===== config.mk =====
export PLATFORM = sky130hd
export DESIGN_NAME = bmd_bus_master_dma_config
export DESIGN_NICKNAME = d
export VERILOG_FILES = /design/src/verilog/bmd_pkg.sv /design/src/verilog/bmd_watchdog.sv /design/src/verilog/bmd_bus_master_dma_config.sv
export VERILOG_INCLUDE_DIRS = /design/src /design/src/verilog
export SDC_FILE = /design/constraint.sdc
export NUM_CORES = 1
export LEC_CHECK = 0
export ABC_AREA = 1
export ABC_CLOCK_PERIOD_IN_PS = 2300
export BUFFER_PORTS_ARGS = -buffer_cell sky130_fd_sc_hd__clkbuf_2
export CORE_ASPECT_RATIO = 1.5
export CORE_UTILIZATION = 30
export DETAILED_ROUTE_END_ITERATION = 7
export GPL_TIMING_DRIVEN = 0
export PLACE_DENSITY = 0.58
export SYNTH_ARGS = -nofsm -noshare
export SYNTH_HDL_FRONTEND = slang
export SYNTH_SLANG_ARGS = --single-unit
export TNS_END_PERCENT = 30

===== constraint.sdc =====
create_clock -name REF_CLK -period 2.3 [get_ports REF_CLK]
set_input_delay 0.345 -clock REF_CLK [delete_from_list [all_inputs] [get_ports REF_CLK]]
set_output_delay 0.345 -clock REF_CLK [all_outputs]
set_load 0.005 [all_outputs]

===== src/verilog/bmd_map.svh =====
// Purpose: Offsets, field positions, reset values and timing counts of the bus master config
// Assumes: Register select is a 3-bit register address port
// Notes: Definitions only
`ifndef BMD_MAP_SVH
`define BMD_MAP_SVH
`define BMD_ADDR_IBA_LOW 3'h3
`define BMD_ADDR_BMI_CFG 3'h4
`define BMD_IBA_LOW_RESET 16'h0000
`define BMD_CFG_RESET 16'h0000
`define BMD_CFG_BUS_RESET_MASK 16'hff84
`define BMD_F_TXWD_HI 15
`define BMD_F_TXWD_LO 14
`define BMD_F_RXWD_HI 13
`define BMD_F_RXWD_LO 12
`define BMD_F_ODD 11
`define BMD_F_HOLD 10
`define BMD_F_FWM_HI 9
`define BMD_F_FWM_LO 8
`define BMD_F_BAE 7
`define BMD_F_BUS_RELEASE_PIN_SELECT 6
`define BMD_F_BSWC 5
`define BMD_F_BURST_HI 4
`define BMD_F_BURST_LO 3
`define BMD_F_BSWD 2
`define BMD_F_ASP 1
`define BMD_F_BPC 0
`define BMD_WD_EXP_1 20'h4_0000
`define BMD_WD_EXP_2 21'h08_0000
`define BMD_WD_EXP_3 21'h10_0000
`define BMD_PRIM_WD_EXPIRED 4'h3
`define BMD_FWM_N_00 6'h19
`define BMD_FWM_N_01 6'h11
`define BMD_FWM_N_10 6'h09
`define BMD_HOLD_N_00 6'h03
`define BMD_HOLD_N_01 6'h0b
`define BMD_HOLD_N_10 6'h13
`define BMD_BURST_1 6'h01
`define BMD_BURST_8 6'h08
`define BMD_BURST_UNL 6'h00
`endif


===== src/verilog/bmd_pkg.sv =====
// Purpose: Types of the bus master config block
// Assumes: Constants live in bmd_map.svh
// Notes: None
package bmd_pkg;
	typedef struct packed {
		logic [1:0] tx_watchdog_select;
		logic [1:0] rx_watchdog_select;
		logic rx_odd_align;
		logic tx_holdoff_enable;
		logic [1:0] fifo_watermark;
		logic upper_addr_drive_enable;
		logic bus_release_pin_select;
		logic control_byte_swap;
		logic [1:0] burst;
		logic data_byte_swap;
		logic addr_strobe_polarity;
		logic byte_pin_control;
	} bmd_cfg_t;
	typedef struct packed {
		logic [5:0] tx_level;
		logic [5:0] tx_free;
		logic [5:0] rx_level;
		logic rx_frame_end;
		logic tx_frame_whole;
	} bmd_fifo_t;
endpackage : bmd_pkg


===== src/verilog/bmd_watchdog.sv =====
// Purpose: One data clock watchdog
// Assumes: Clock pin sampled through three flip-flops
// Notes: Restarts on every edge of the sampled clock
`include "bmd_map.svh"
module bmd_watchdog import bmd_pkg::*; (
	input wire logic clk,
	input wire logic rst,
	input wire logic data_clk,
	input wire logic [1:0] sel,
	output logic expired
);
	logic [2:0] sync_reg;
	logic [2:0] sync_next;
	logic [20:0] cnt_reg;
	logic [20:0] cnt_next;
	logic exp_reg;
	logic exp_next;
	logic [20:0] limit;
	always_comb begin
		sync_next = {sync_reg[1:0], data_clk};
		case (sel)
			2'h1: limit = {1'b0, `BMD_WD_EXP_1};
			2'h2: limit = `BMD_WD_EXP_2;
			2'h3: limit = `BMD_WD_EXP_3;
			default: limit = 21'h00_0000;
		endcase
		cnt_next = cnt_reg;
		exp_next = 1'b0;
		if (sel == 2'h0) begin
			cnt_next = 21'h00_0000;
		end else if (sync_reg[2] != sync_reg[1]) begin
			cnt_next = 21'h00_0000;
		end else if (cnt_reg == limit - 21'h00_0001) begin
			cnt_next = 21'h00_0000;
			exp_next = 1'b1;
		end else begin
			cnt_next = cnt_reg + 21'h00_0001;
		end
	end
	always_ff @(posedge clk) begin
		if (rst) begin
			sync_reg <= 3'h0;
			cnt_reg <= 21'h00_0000;
			exp_reg <= 1'b0;
		end else begin
			sync_reg <= sync_next;
			cnt_reg <= cnt_next;
			exp_reg <= exp_next;
		end
	end
	assign expired = exp_reg;
endmodule : bmd_watchdog


===== src/verilog/bmd_bus_master_dma_config.sv =====
// Purpose: Bus master interface configuration and its effect on DMA and pins
// Assumes: Register port with 3-bit select, the rest of the controller around it
// Notes: Bus reset clears the documented fields of the config register
//
// How it works
// - Init address low joins upper byte
// - Two-bit watchdog selects, 00 disables
// - Watchdogs restart on data clock edges
// - Expiry reports provider primitive code three
// - Odd align duplicates first received byte
// - Hold-off waits for count or frame
// - Receive DMA waits for watermark or end
// - Transmit fetch needs watermark free space
// - Upper address drive or follow lower
// - Bus release pin or byte pin
// - Control swap orders non-data accesses
// - Data swap orders data buffer accesses
// - Burst field limits transfers per tenure
// - Address strobe polarity by control bit
// - Byte control selects pin functions
`include "bmd_map.svh"
module bmd_bus_master_dma_config import bmd_pkg::*; (
	input wire logic REF_CLK,
	input wire logic RESET,
	input wire logic REG_WR,
	input wire logic [2:0] REG_SEL,
	input wire logic [15:0] REG_WDATA,
	output logic [15:0] REG_RDATA,
	input wire logic [7:0] INIT_ADDR_HIGH,
	output logic [23:0] INIT_BLOCK_BASE,
	input wire logic TX_DATA_CLOCK,
	input wire logic RX_DATA_CLOCK,
	output logic PRIM_VALID,
	output logic [3:0] PRIM_CODE,
	input wire bmd_fifo_t FIFO_STATE,
	output logic RX_DMA_ALLOW,
	output logic TX_FETCH_ALLOW,
	output logic TX_START_ALLOW,
	input wire logic RX_FIRST_BYTE,
	input wire logic [7:0] RX_BYTE,
	output logic [15:0] RX_FIRST_WORD,
	input wire logic DMA_DATA_XFER,
	input wire logic [15:0] DMA_WORD_INT,
	output logic [15:0] DMA_WORD_MEM,
	output logic [5:0] BURST_LIMIT,
	input wire logic BUS_MASTER,
	input wire logic ADDR_STROBE_INT,
	output logic ADDR_STROBE_PIN,
	input wire logic [23:16] ADDR_INT,
	input wire logic ADDR_PHASE,
	output logic [23:20] ADDR_HIGH_PIN,
	output logic ADDR_HIGH_OE,
	input wire logic [1:0] BYTE_MASK_INT,
	input wire logic BYTE_SEL_INT,
	input wire logic BUS_ACK_INT,
	input wire logic BUS_REQ_INT,
	input wire logic BUS_RELEASE_PIN_IN,
	output logic BUS_RELEASE_INPUT,
	output logic BYTE_MASK_LOW_OUT,
	output logic BYTE_MASK_LOW_OE,
	output logic BYTE_MASK_HIGH,
	output logic HOLD_OR_REQUEST
);
	//////////////////////////////////////////////////////////////////////////////////
	logic [15:0] iba_reg;
	logic [15:0] iba_next;
	logic [15:0] cfg_reg;
	logic [15:0] cfg_next;
	bmd_cfg_t cfg;
	logic tx_exp;
	logic rx_exp;
	logic prim_reg;
	logic prim_next;
	logic [2:0] brel_reg;
	logic [2:0] brel_next;
	logic brel_state_reg;
	logic brel_state_next;
	logic [15:0] rxw_reg;
	logic [15:0] rxw_next;
	logic [15:0] dmaw_reg;
	logic [15:0] dmaw_next;
	logic [5:0] fwm_n;
	logic [5:0] hold_n;

	function automatic logic [15:0] bmd_swap(input logic [15:0] w, input logic sw);
		bmd_swap = sw ? {w[7:0], w[15:8]} : w;
	endfunction : bmd_swap

	assign cfg = cfg_reg;

	//////////////////////////////////////////////////////////////////////////////////
	always_comb begin
		iba_next = iba_reg;
		cfg_next = cfg_reg;
		if (REG_WR && REG_SEL == `BMD_ADDR_IBA_LOW) begin
			iba_next = REG_WDATA;
		end
		if (REG_WR && REG_SEL == `BMD_ADDR_BMI_CFG) begin
			cfg_next = REG_WDATA;
		end
	end

	always_comb begin
		case (REG_SEL)
			`BMD_ADDR_IBA_LOW: REG_RDATA = iba_reg;
			`BMD_ADDR_BMI_CFG: REG_RDATA = cfg_reg;
			default: REG_RDATA = 16'h0000;
		endcase
	end

	assign INIT_BLOCK_BASE = {INIT_ADDR_HIGH, iba_reg};

	//////////////////////////////////////////////////////////////////////////////////
	bmd_watchdog u_tx_wd (
		.clk(REF_CLK),
		.rst(RESET),
		.data_clk(TX_DATA_CLOCK),
		.sel(cfg.tx_watchdog_select),
		.expired(tx_exp)
	);
	bmd_watchdog u_rx_wd (
		.clk(REF_CLK),
		.rst(RESET),
		.data_clk(RX_DATA_CLOCK),
		.sel(cfg.rx_watchdog_select),
		.expired(rx_exp)
	);

	always_comb begin
		prim_next = tx_exp | rx_exp;
	end
	assign PRIM_VALID = prim_reg;
	assign PRIM_CODE = prim_reg ? `BMD_PRIM_WD_EXPIRED : 4'h0;

	//////////////////////////////////////////////////////////////////////////////////
	always_comb begin
		case (cfg.fifo_watermark)
			2'h0: fwm_n = `BMD_FWM_N_00;
			2'h1: fwm_n = `BMD_FWM_N_01;
			2'h2: fwm_n = `BMD_FWM_N_10;
			default: fwm_n = `BMD_FWM_N_10;
		endcase
		case (cfg.fifo_watermark)
			2'h0: hold_n = `BMD_HOLD_N_00;
			2'h1: hold_n = `BMD_HOLD_N_01;
			2'h2: hold_n = `BMD_HOLD_N_10;
			default: hold_n = `BMD_HOLD_N_10;
		endcase
		case (cfg.burst)
			2'h0: BURST_LIMIT = `BMD_BURST_1;
			2'h2: BURST_LIMIT = `BMD_BURST_8;
			2'h1: BURST_LIMIT = `BMD_BURST_UNL;
			default: BURST_LIMIT = `BMD_BURST_1;
		endcase
	end

	assign RX_DMA_ALLOW = (FIFO_STATE.rx_level >= fwm_n) || FIFO_STATE.rx_frame_end;
	assign TX_FETCH_ALLOW = FIFO_STATE.tx_free >= fwm_n;
	assign TX_START_ALLOW = !cfg.tx_holdoff_enable || (FIFO_STATE.tx_level >= hold_n)
		|| FIFO_STATE.tx_frame_whole;

	//////////////////////////////////////////////////////////////////////////////////
	always_comb begin
		rxw_next = rxw_reg;
		dmaw_next = dmaw_reg;
		if (RX_FIRST_BYTE) begin
			rxw_next = cfg.rx_odd_align ? {RX_BYTE, RX_BYTE} : {8'h00, RX_BYTE};
		end
		if (DMA_DATA_XFER) begin
			dmaw_next = bmd_swap(DMA_WORD_INT, !cfg.data_byte_swap);
		end else begin
			dmaw_next = bmd_swap(DMA_WORD_INT, !cfg.control_byte_swap);
		end
	end
	assign RX_FIRST_WORD = rxw_reg;
	assign DMA_WORD_MEM = dmaw_reg;

	//////////////////////////////////////////////////////////////////////////////////
	assign ADDR_STROBE_PIN = BUS_MASTER ? (ADDR_STROBE_INT ^ cfg.addr_strobe_polarity)
		: 1'b0;
	// Value is always the upper address; only the drive timing follows the enable
	assign ADDR_HIGH_PIN = ADDR_INT[23:20];
	assign ADDR_HIGH_OE = cfg.upper_addr_drive_enable | (BUS_MASTER & ADDR_PHASE);

	always_comb begin
		brel_next = {brel_reg[1:0], BUS_RELEASE_PIN_IN};
		brel_state_next = brel_state_reg;
		if (brel_reg[2] == brel_reg[1]) begin
			brel_state_next = brel_reg[2];
		end
	end
	assign BUS_RELEASE_INPUT = cfg.bus_release_pin_select & brel_state_reg;
	assign BYTE_MASK_LOW_OE = !cfg.bus_release_pin_select;
	assign BYTE_MASK_LOW_OUT = cfg.byte_pin_control ? BYTE_SEL_INT : BYTE_MASK_INT[0];
	assign BYTE_MASK_HIGH = cfg.byte_pin_control ? BUS_ACK_INT : BYTE_MASK_INT[1];
	assign HOLD_OR_REQUEST = BUS_REQ_INT;

	//////////////////////////////////////////////////////////////////////////////////
	always_ff @(posedge REF_CLK) begin
		if (RESET) begin
			iba_reg <= `BMD_IBA_LOW_RESET;
			cfg_reg <= cfg_reg & `BMD_CFG_BUS_RESET_MASK;
			prim_reg <= 1'b0;
			brel_reg <= 3'h0;
			brel_state_reg <= 1'b0;
			rxw_reg <= 16'h0000;
			dmaw_reg <= 16'h0000;
		end else begin
			iba_reg <= iba_next;
			cfg_reg <= cfg_next;
			prim_reg <= prim_next;
			brel_reg <= brel_next;
			brel_state_reg <= brel_state_next;
			rxw_reg <= rxw_next;
			dmaw_reg <= dmaw_next;
		end
	end
endmodule : bmd_bus_master_dma_config


Yosys cells after proc, flatten, opt, wreduce, memory -nomap -nowiden
Cells that the tools add are included.

storage, ports and cells
  bits in registers = 119

cells by class
  bitwise gates (word level) = 6
  reductions and logical operators = 15
  eq/ne operators = 16
  magnitude comparators = 3
  $add $sub $neg = 4
  multiplexer cells = 16

operators by type and width
  operator                 count
  $pmux W21 S3             2
  $mux W16                 4
  $add A21 B1 Y21 const B  2
  $eq A21 B21 Y1           2
  $sub A21 B1 Y21 const B  2
  $pmux W16 S2             1
  $pmux W5 S2              2
  $ge A6 B6 Y1             3
  $eq A2 B2 Y1 const B     5
  $eq A2 B1 Y1 const B     4
  $pmux W4 S2              1
  $reduce_or A4 Y1         2
  $logic_not A2 Y1         3
  $reduce_or A3 Y1         2
  $mux W1                  5
  $eq A3 B2 Y1 const B     1
  $eq A3 B3 Y1 const B     1
  $logic_or A1 B1 Y1       3
  $and A1 B1 Y1            2
  $logic_and A1 B1 Y1      2
  $logic_not A1 Y1         2
  $mux W2                  1
  $ne A1 B1 Y1             2
  $or A1 B1 Y1             2
  other kinds (4)          4

Longest topological paths before layout
  depth in word-level cells = 5
  depth in mapped cells = 11
  mapped depth without buffers = 10

Hierarchy
Synthesis repeated with hierarchy kept, for this count alone.

unflattened totals
  cells, all modules = 848
  area total of the unflattened synthesis = 6,047.0 sq um

by module, submodules not included
  module                     cells an instance  area an instance (sq um)  instances  seq. area each (sq um)
  bmd_bus_master_dma_config  502                3,464.6                   1          1,481.4
  bmd_watchdog               173                1,291.2                   2          500.5

Least setup slack after synthesis
No wires, ideal clock.

  path type = input to register
  from = in REG_SEL[1]
  to = reg cfg_reg[10] (netlist: cfg[10]) (enable)
  library setup time = 0.376 ns
  buffers on the path = 1
  stages = 4
  setup slack = 0.534 ns
  arrival = 1.390 ns
  cells stage by stage = nor3b_2 -> nand2_1 -> clkbuf_1 -> nor2_1

on the way
  word-level cells in the longest chain between the ends = 3

RTL lines
  item                           line                              text
  start, declared                bmd_bus_master_dma_config.sv:26   input wire logic [2:0] REG_SEL,
  $eq A3 B3 Y1                   -
  $logic_and A1 B1 Y1 (no line)  -
  $reduce_and A2 Y1 (no line)    -
  end signal, assigned           bmd_bus_master_dma_config.sv:202  cfg_reg <= cfg_reg & `BMD_CFG_BUS_RESET_MASK;
  end signal, assigned           bmd_bus_master_dma_config.sv:210  cfg_reg <= cfg_next;
  end, declared                  bmd_bus_master_dma_config.sv:67   logic [15:0] cfg_reg;

No other way between the ends.
A chain may end at the register's enable or synchronous reset.

Final worst setup path
  from = reg cfg_reg[9] (netlist: cfg[9])
  to = out TX_START_ALLOW

on the way
  word-level cells in the longest chain between the ends = 5
  elaborated cells between the ends (all ways) = 6
  classes of those cells = order compare: 1; eq/ne: 1; mux: 1; reduce/logical: 3

RTL lines
  item                                              line                              text
  $eq A2 B1 Y1 or $logic_not A2 Y1 (tied branches)  bmd_bus_master_dma_config.sv:143  case (cfg.fifo_watermark)
  $pmux W5 S2 (*)                                   bmd_bus_master_dma_config.sv:143
  $ge A6 B6 Y1 (*)                                  bmd_bus_master_dma_config.sv:159  assign TX_START_ALLOW = !cfg.tx_holdoff_enable || (FIFO_STATE.tx_level >= hold_n)
  $logic_or A1 B1 Y1 (*)                            bmd_bus_master_dma_config.sv:159
  $logic_or A1 B1 Y1 (*)                            bmd_bus_master_dma_config.sv:160  || FIFO_STATE.tx_frame_whole;
  end, declared                                     bmd_bus_master_dma_config.sv:38   output logic TX_START_ALLOW,

Every way passes the cells marked *; elsewhere a longest branch is shown, timed or not.

==> flow_summary.toml <==
[status]
run_status = "completed"

[grt]
track_usage_pct = 16.75
grt_pass1_wl_um = 25460
overflow = 0
grt_max_degree = 17
antenna_found_initial = 0
grt_pass1_vias = 5339

[routing]
via_per_inst = 4.509
wl_per_cell_um = 12.73
drc = 0
dr_wl_met3_um = 1229
ant_nets = 0
top_layer_used = "met4"
routed-via-count = 5523
first_pass_iters = 4
wl_met1_um = 6044
wirelength_um = 15600
wl_met2_um = 8125
drt_iter0_drc = 150

[timing]
timing.max_slew.rel_slack_pct = 29.77
setup_violations = 0
fin_crit_ns = 2.143
tightest_slew_ns = 1.050
fin_worst_skew_ns = 0.008492
grt_setup_unrepaired = "no"
slew_viol_final = 0
setup_ws_ns = 0.1568
fmaxAchievable_mhz = 466.6
holdWs_ns = 0.1201
finalCritPeriodShare_pct = 93.18
hold_viol_final = 0

[layout]
antennaDiodeCount = 0
fin_area_mm2 = 0.007477
finish.net_count = 1066
seqCellArea_mm2 = 0.002482
area_delta_synth_final_pct = 31.34
drive_gt1_share_pct = 26.31
utilization_pct = 40.32
multi_input_area_mm2 = 0.002585
nFillCells = 1956

[run]
maxCapViolations = 0

[power_and_ir_drop]
p_leak_nw = 3.099
ir_drop_mv = 0.4913
pwr_density_cell_mw_per_mm2 = 718.6

[placed_design]
gp_congestion = 0.8616
dpl_worst_slack_ns = -0.2703
io_buffer_count = 166
hpwl_um = 12320
dpl_cell_area_mm2 = 0.006858

[clocking]
cts_setup_buffers = 0
cts_inserted_buffers = 17
cts.clk_slew.worst_paths_ns = 0.06
cts.sinks = 119
cts_tree = "done"
clk_latency_ns = 0.41
clockRootBuffer = "clkbuf_16"
cts_buffer_depth = 2
h-tree-depth = 4

[die]
row_count = 61
coreArea_mm2 = 0.01855
start_util_pct = 30.70
dieArea_mm2 = 0.01954
ioPinCount = 192
die-width_um = 114.5
dieHeight_um = 170.7

[synthesis]
synth_seq_cells = 119
yosys.area.top_type = "dfxtp_1"
yosysUniqueCellTypes = 31
synthCells = 770
synth.avg_cell_area_um2 = 7.393
netlist_area_mm2 = 0.005693
synth_top_area_share_pct = 38.33
seq_area_frac_synth_pct = 43.60
synth.area.top_cells = "dfxtp_1 (38%), nand2_1 (10%), a21oi_1 (7.6%)"
yosysWarnings = 0

[worst_setup_path]
reg2reg_to = "u_tx_wd.cnt_reg[10]$_SDFF_PP0_"
critPathArrivalTime_ns = 1.80
crit_start = "cfg[9]$_DFFE_PP_"
cp-start-kind = "register"
r2r_start = "u_tx_wd.cnt_reg[0]$_SDFF_PP0_"
path_max_fanout = 5
required_ns = 1.96
reg2reg_setup_slack_ns = 0.61
worstSetupEndpointType = "output pin"
path_class = "register to output pin"
r2r_cells = 9

[min_path]
worstHoldStart = "REG_WDATA[13]"
hold_depth = 1
hold_path.class = "input port to register"
worst_hold_path.endpoint = "cfg[13]$_DFFE_PP_"
==> metal layers <==
metal / vias up / track usage [%]
met2: 172 / 31.49
met3: 16 / 5.987
met1: 2492 / 16.80
met5: - / 0
met4: 0 / 5.759
li1: 2843 / -
==> worst max path at each step <==
stage                             end
floorplan           cfg[10]$_DFFE_PP_
global placement    cfg[10]$_DFFE_PP_
detailed placement  cfg[10]$_DFFE_PP_
CTS                    TX_START_ALLOW
global route           TX_START_ALLOW
finish                 TX_START_ALLOW
==> synthesized netlist by cell type (all sizes together) <==
cell	instances
nand3b	4
o211ai	16
nand4	4
ha	11
dfxtp	109
o31a	1
nand2	156
nor2	99
o21bai	1
xnor2	11
inv	91
conb	1
o22ai	15
or2	8
nand3	33
edfxtp	10
buf	26
nor3	7
a21oi	87
xor2	8
nor3b	1
clkbuf	26
o21ai	45
==> cell type report <==
| class | count | area share, % |
|---|---|---|
| Tap cell | 252 | 4.217 |
| Sequential cell | 119 | 33.20 |
| Multi-Input combinational cell | 513 | 34.57 |
| Clock buffer | 17 | 5.689 |
| Buffer | 52 | 4.083 |
| Timing Repair Buffer | 166 | 11.11 |
| Clock inverter | 15 | 2.560 |
| Inverter | 91 | 4.568 |
==> power breakdown <==
| group | internal (mW) | switching [mW] |
|---|---|---|
| Clock | 1.73 | 1.03 |
| Combinational | 0.194 | 0.241 |
| Sequential | 2.15 | 0.0298 |
==> cell usage in the layout (no fill, tap or decap), drive strengths merged, types with 4 or more instances in the layout <==
cell type	n
clkbuf	209
nand2	156
dfxtp	109
nor2	99
inv	96
a21oi	87
o21ai	45
nand3	33
buf	26
o211ai	16
o22ai	15
xnor2	11
ha	11
edfxtp	10
xor2	8
or2	8
nor3	7
conb	6
nand4	4
nand3b	4
clkinv	4
==> metrics by stage <==
stage                     setup TNS [ns]  cells  power (mW)
after floorplan                        0    775       2.447
after global placement            -2.266   1193       2.658
after detailed placement          -2.692   1193       2.662
after CTS                              0   1225       5.424
after global routing                   0   1225       5.574
final                                  0   1225       5.373
==> what timing repair did <==
action                     in CTS  in global routing
hold buffers                    0                  0
setup endpoints to repair       0                  1
gates resized for setup         0                  1
==> cell families (layout without fill, tap and decap cells) <==
logic type               Yosys count  after routing  share of synthesized area, %
AO/OA/AOI/OAI                    165            165                         15.65
XOR/XNOR                          19             19                         2.923
adder cells (fa/ha/maj)           11             11                         2.418
AND/OR/NAND/NOR                  312            312                         23.98
other                              1              6                       0.06587
flip-flops                       119            119                         43.60
buffers and inverters            143            341                         11.36
==> critical path, stage by stage (launching register included) <==
cell	delay, ns
edfxtp_1	0.47
nor2_2	0.20
inv_1	0.06
ha_1	0.26
inv_1	0.05
nor2_1	0.03
o22ai_1	0.10
nand4_1	0.09
clkbuf_2	0.12
Note: power is estimated with default switching activity, not from simulation.
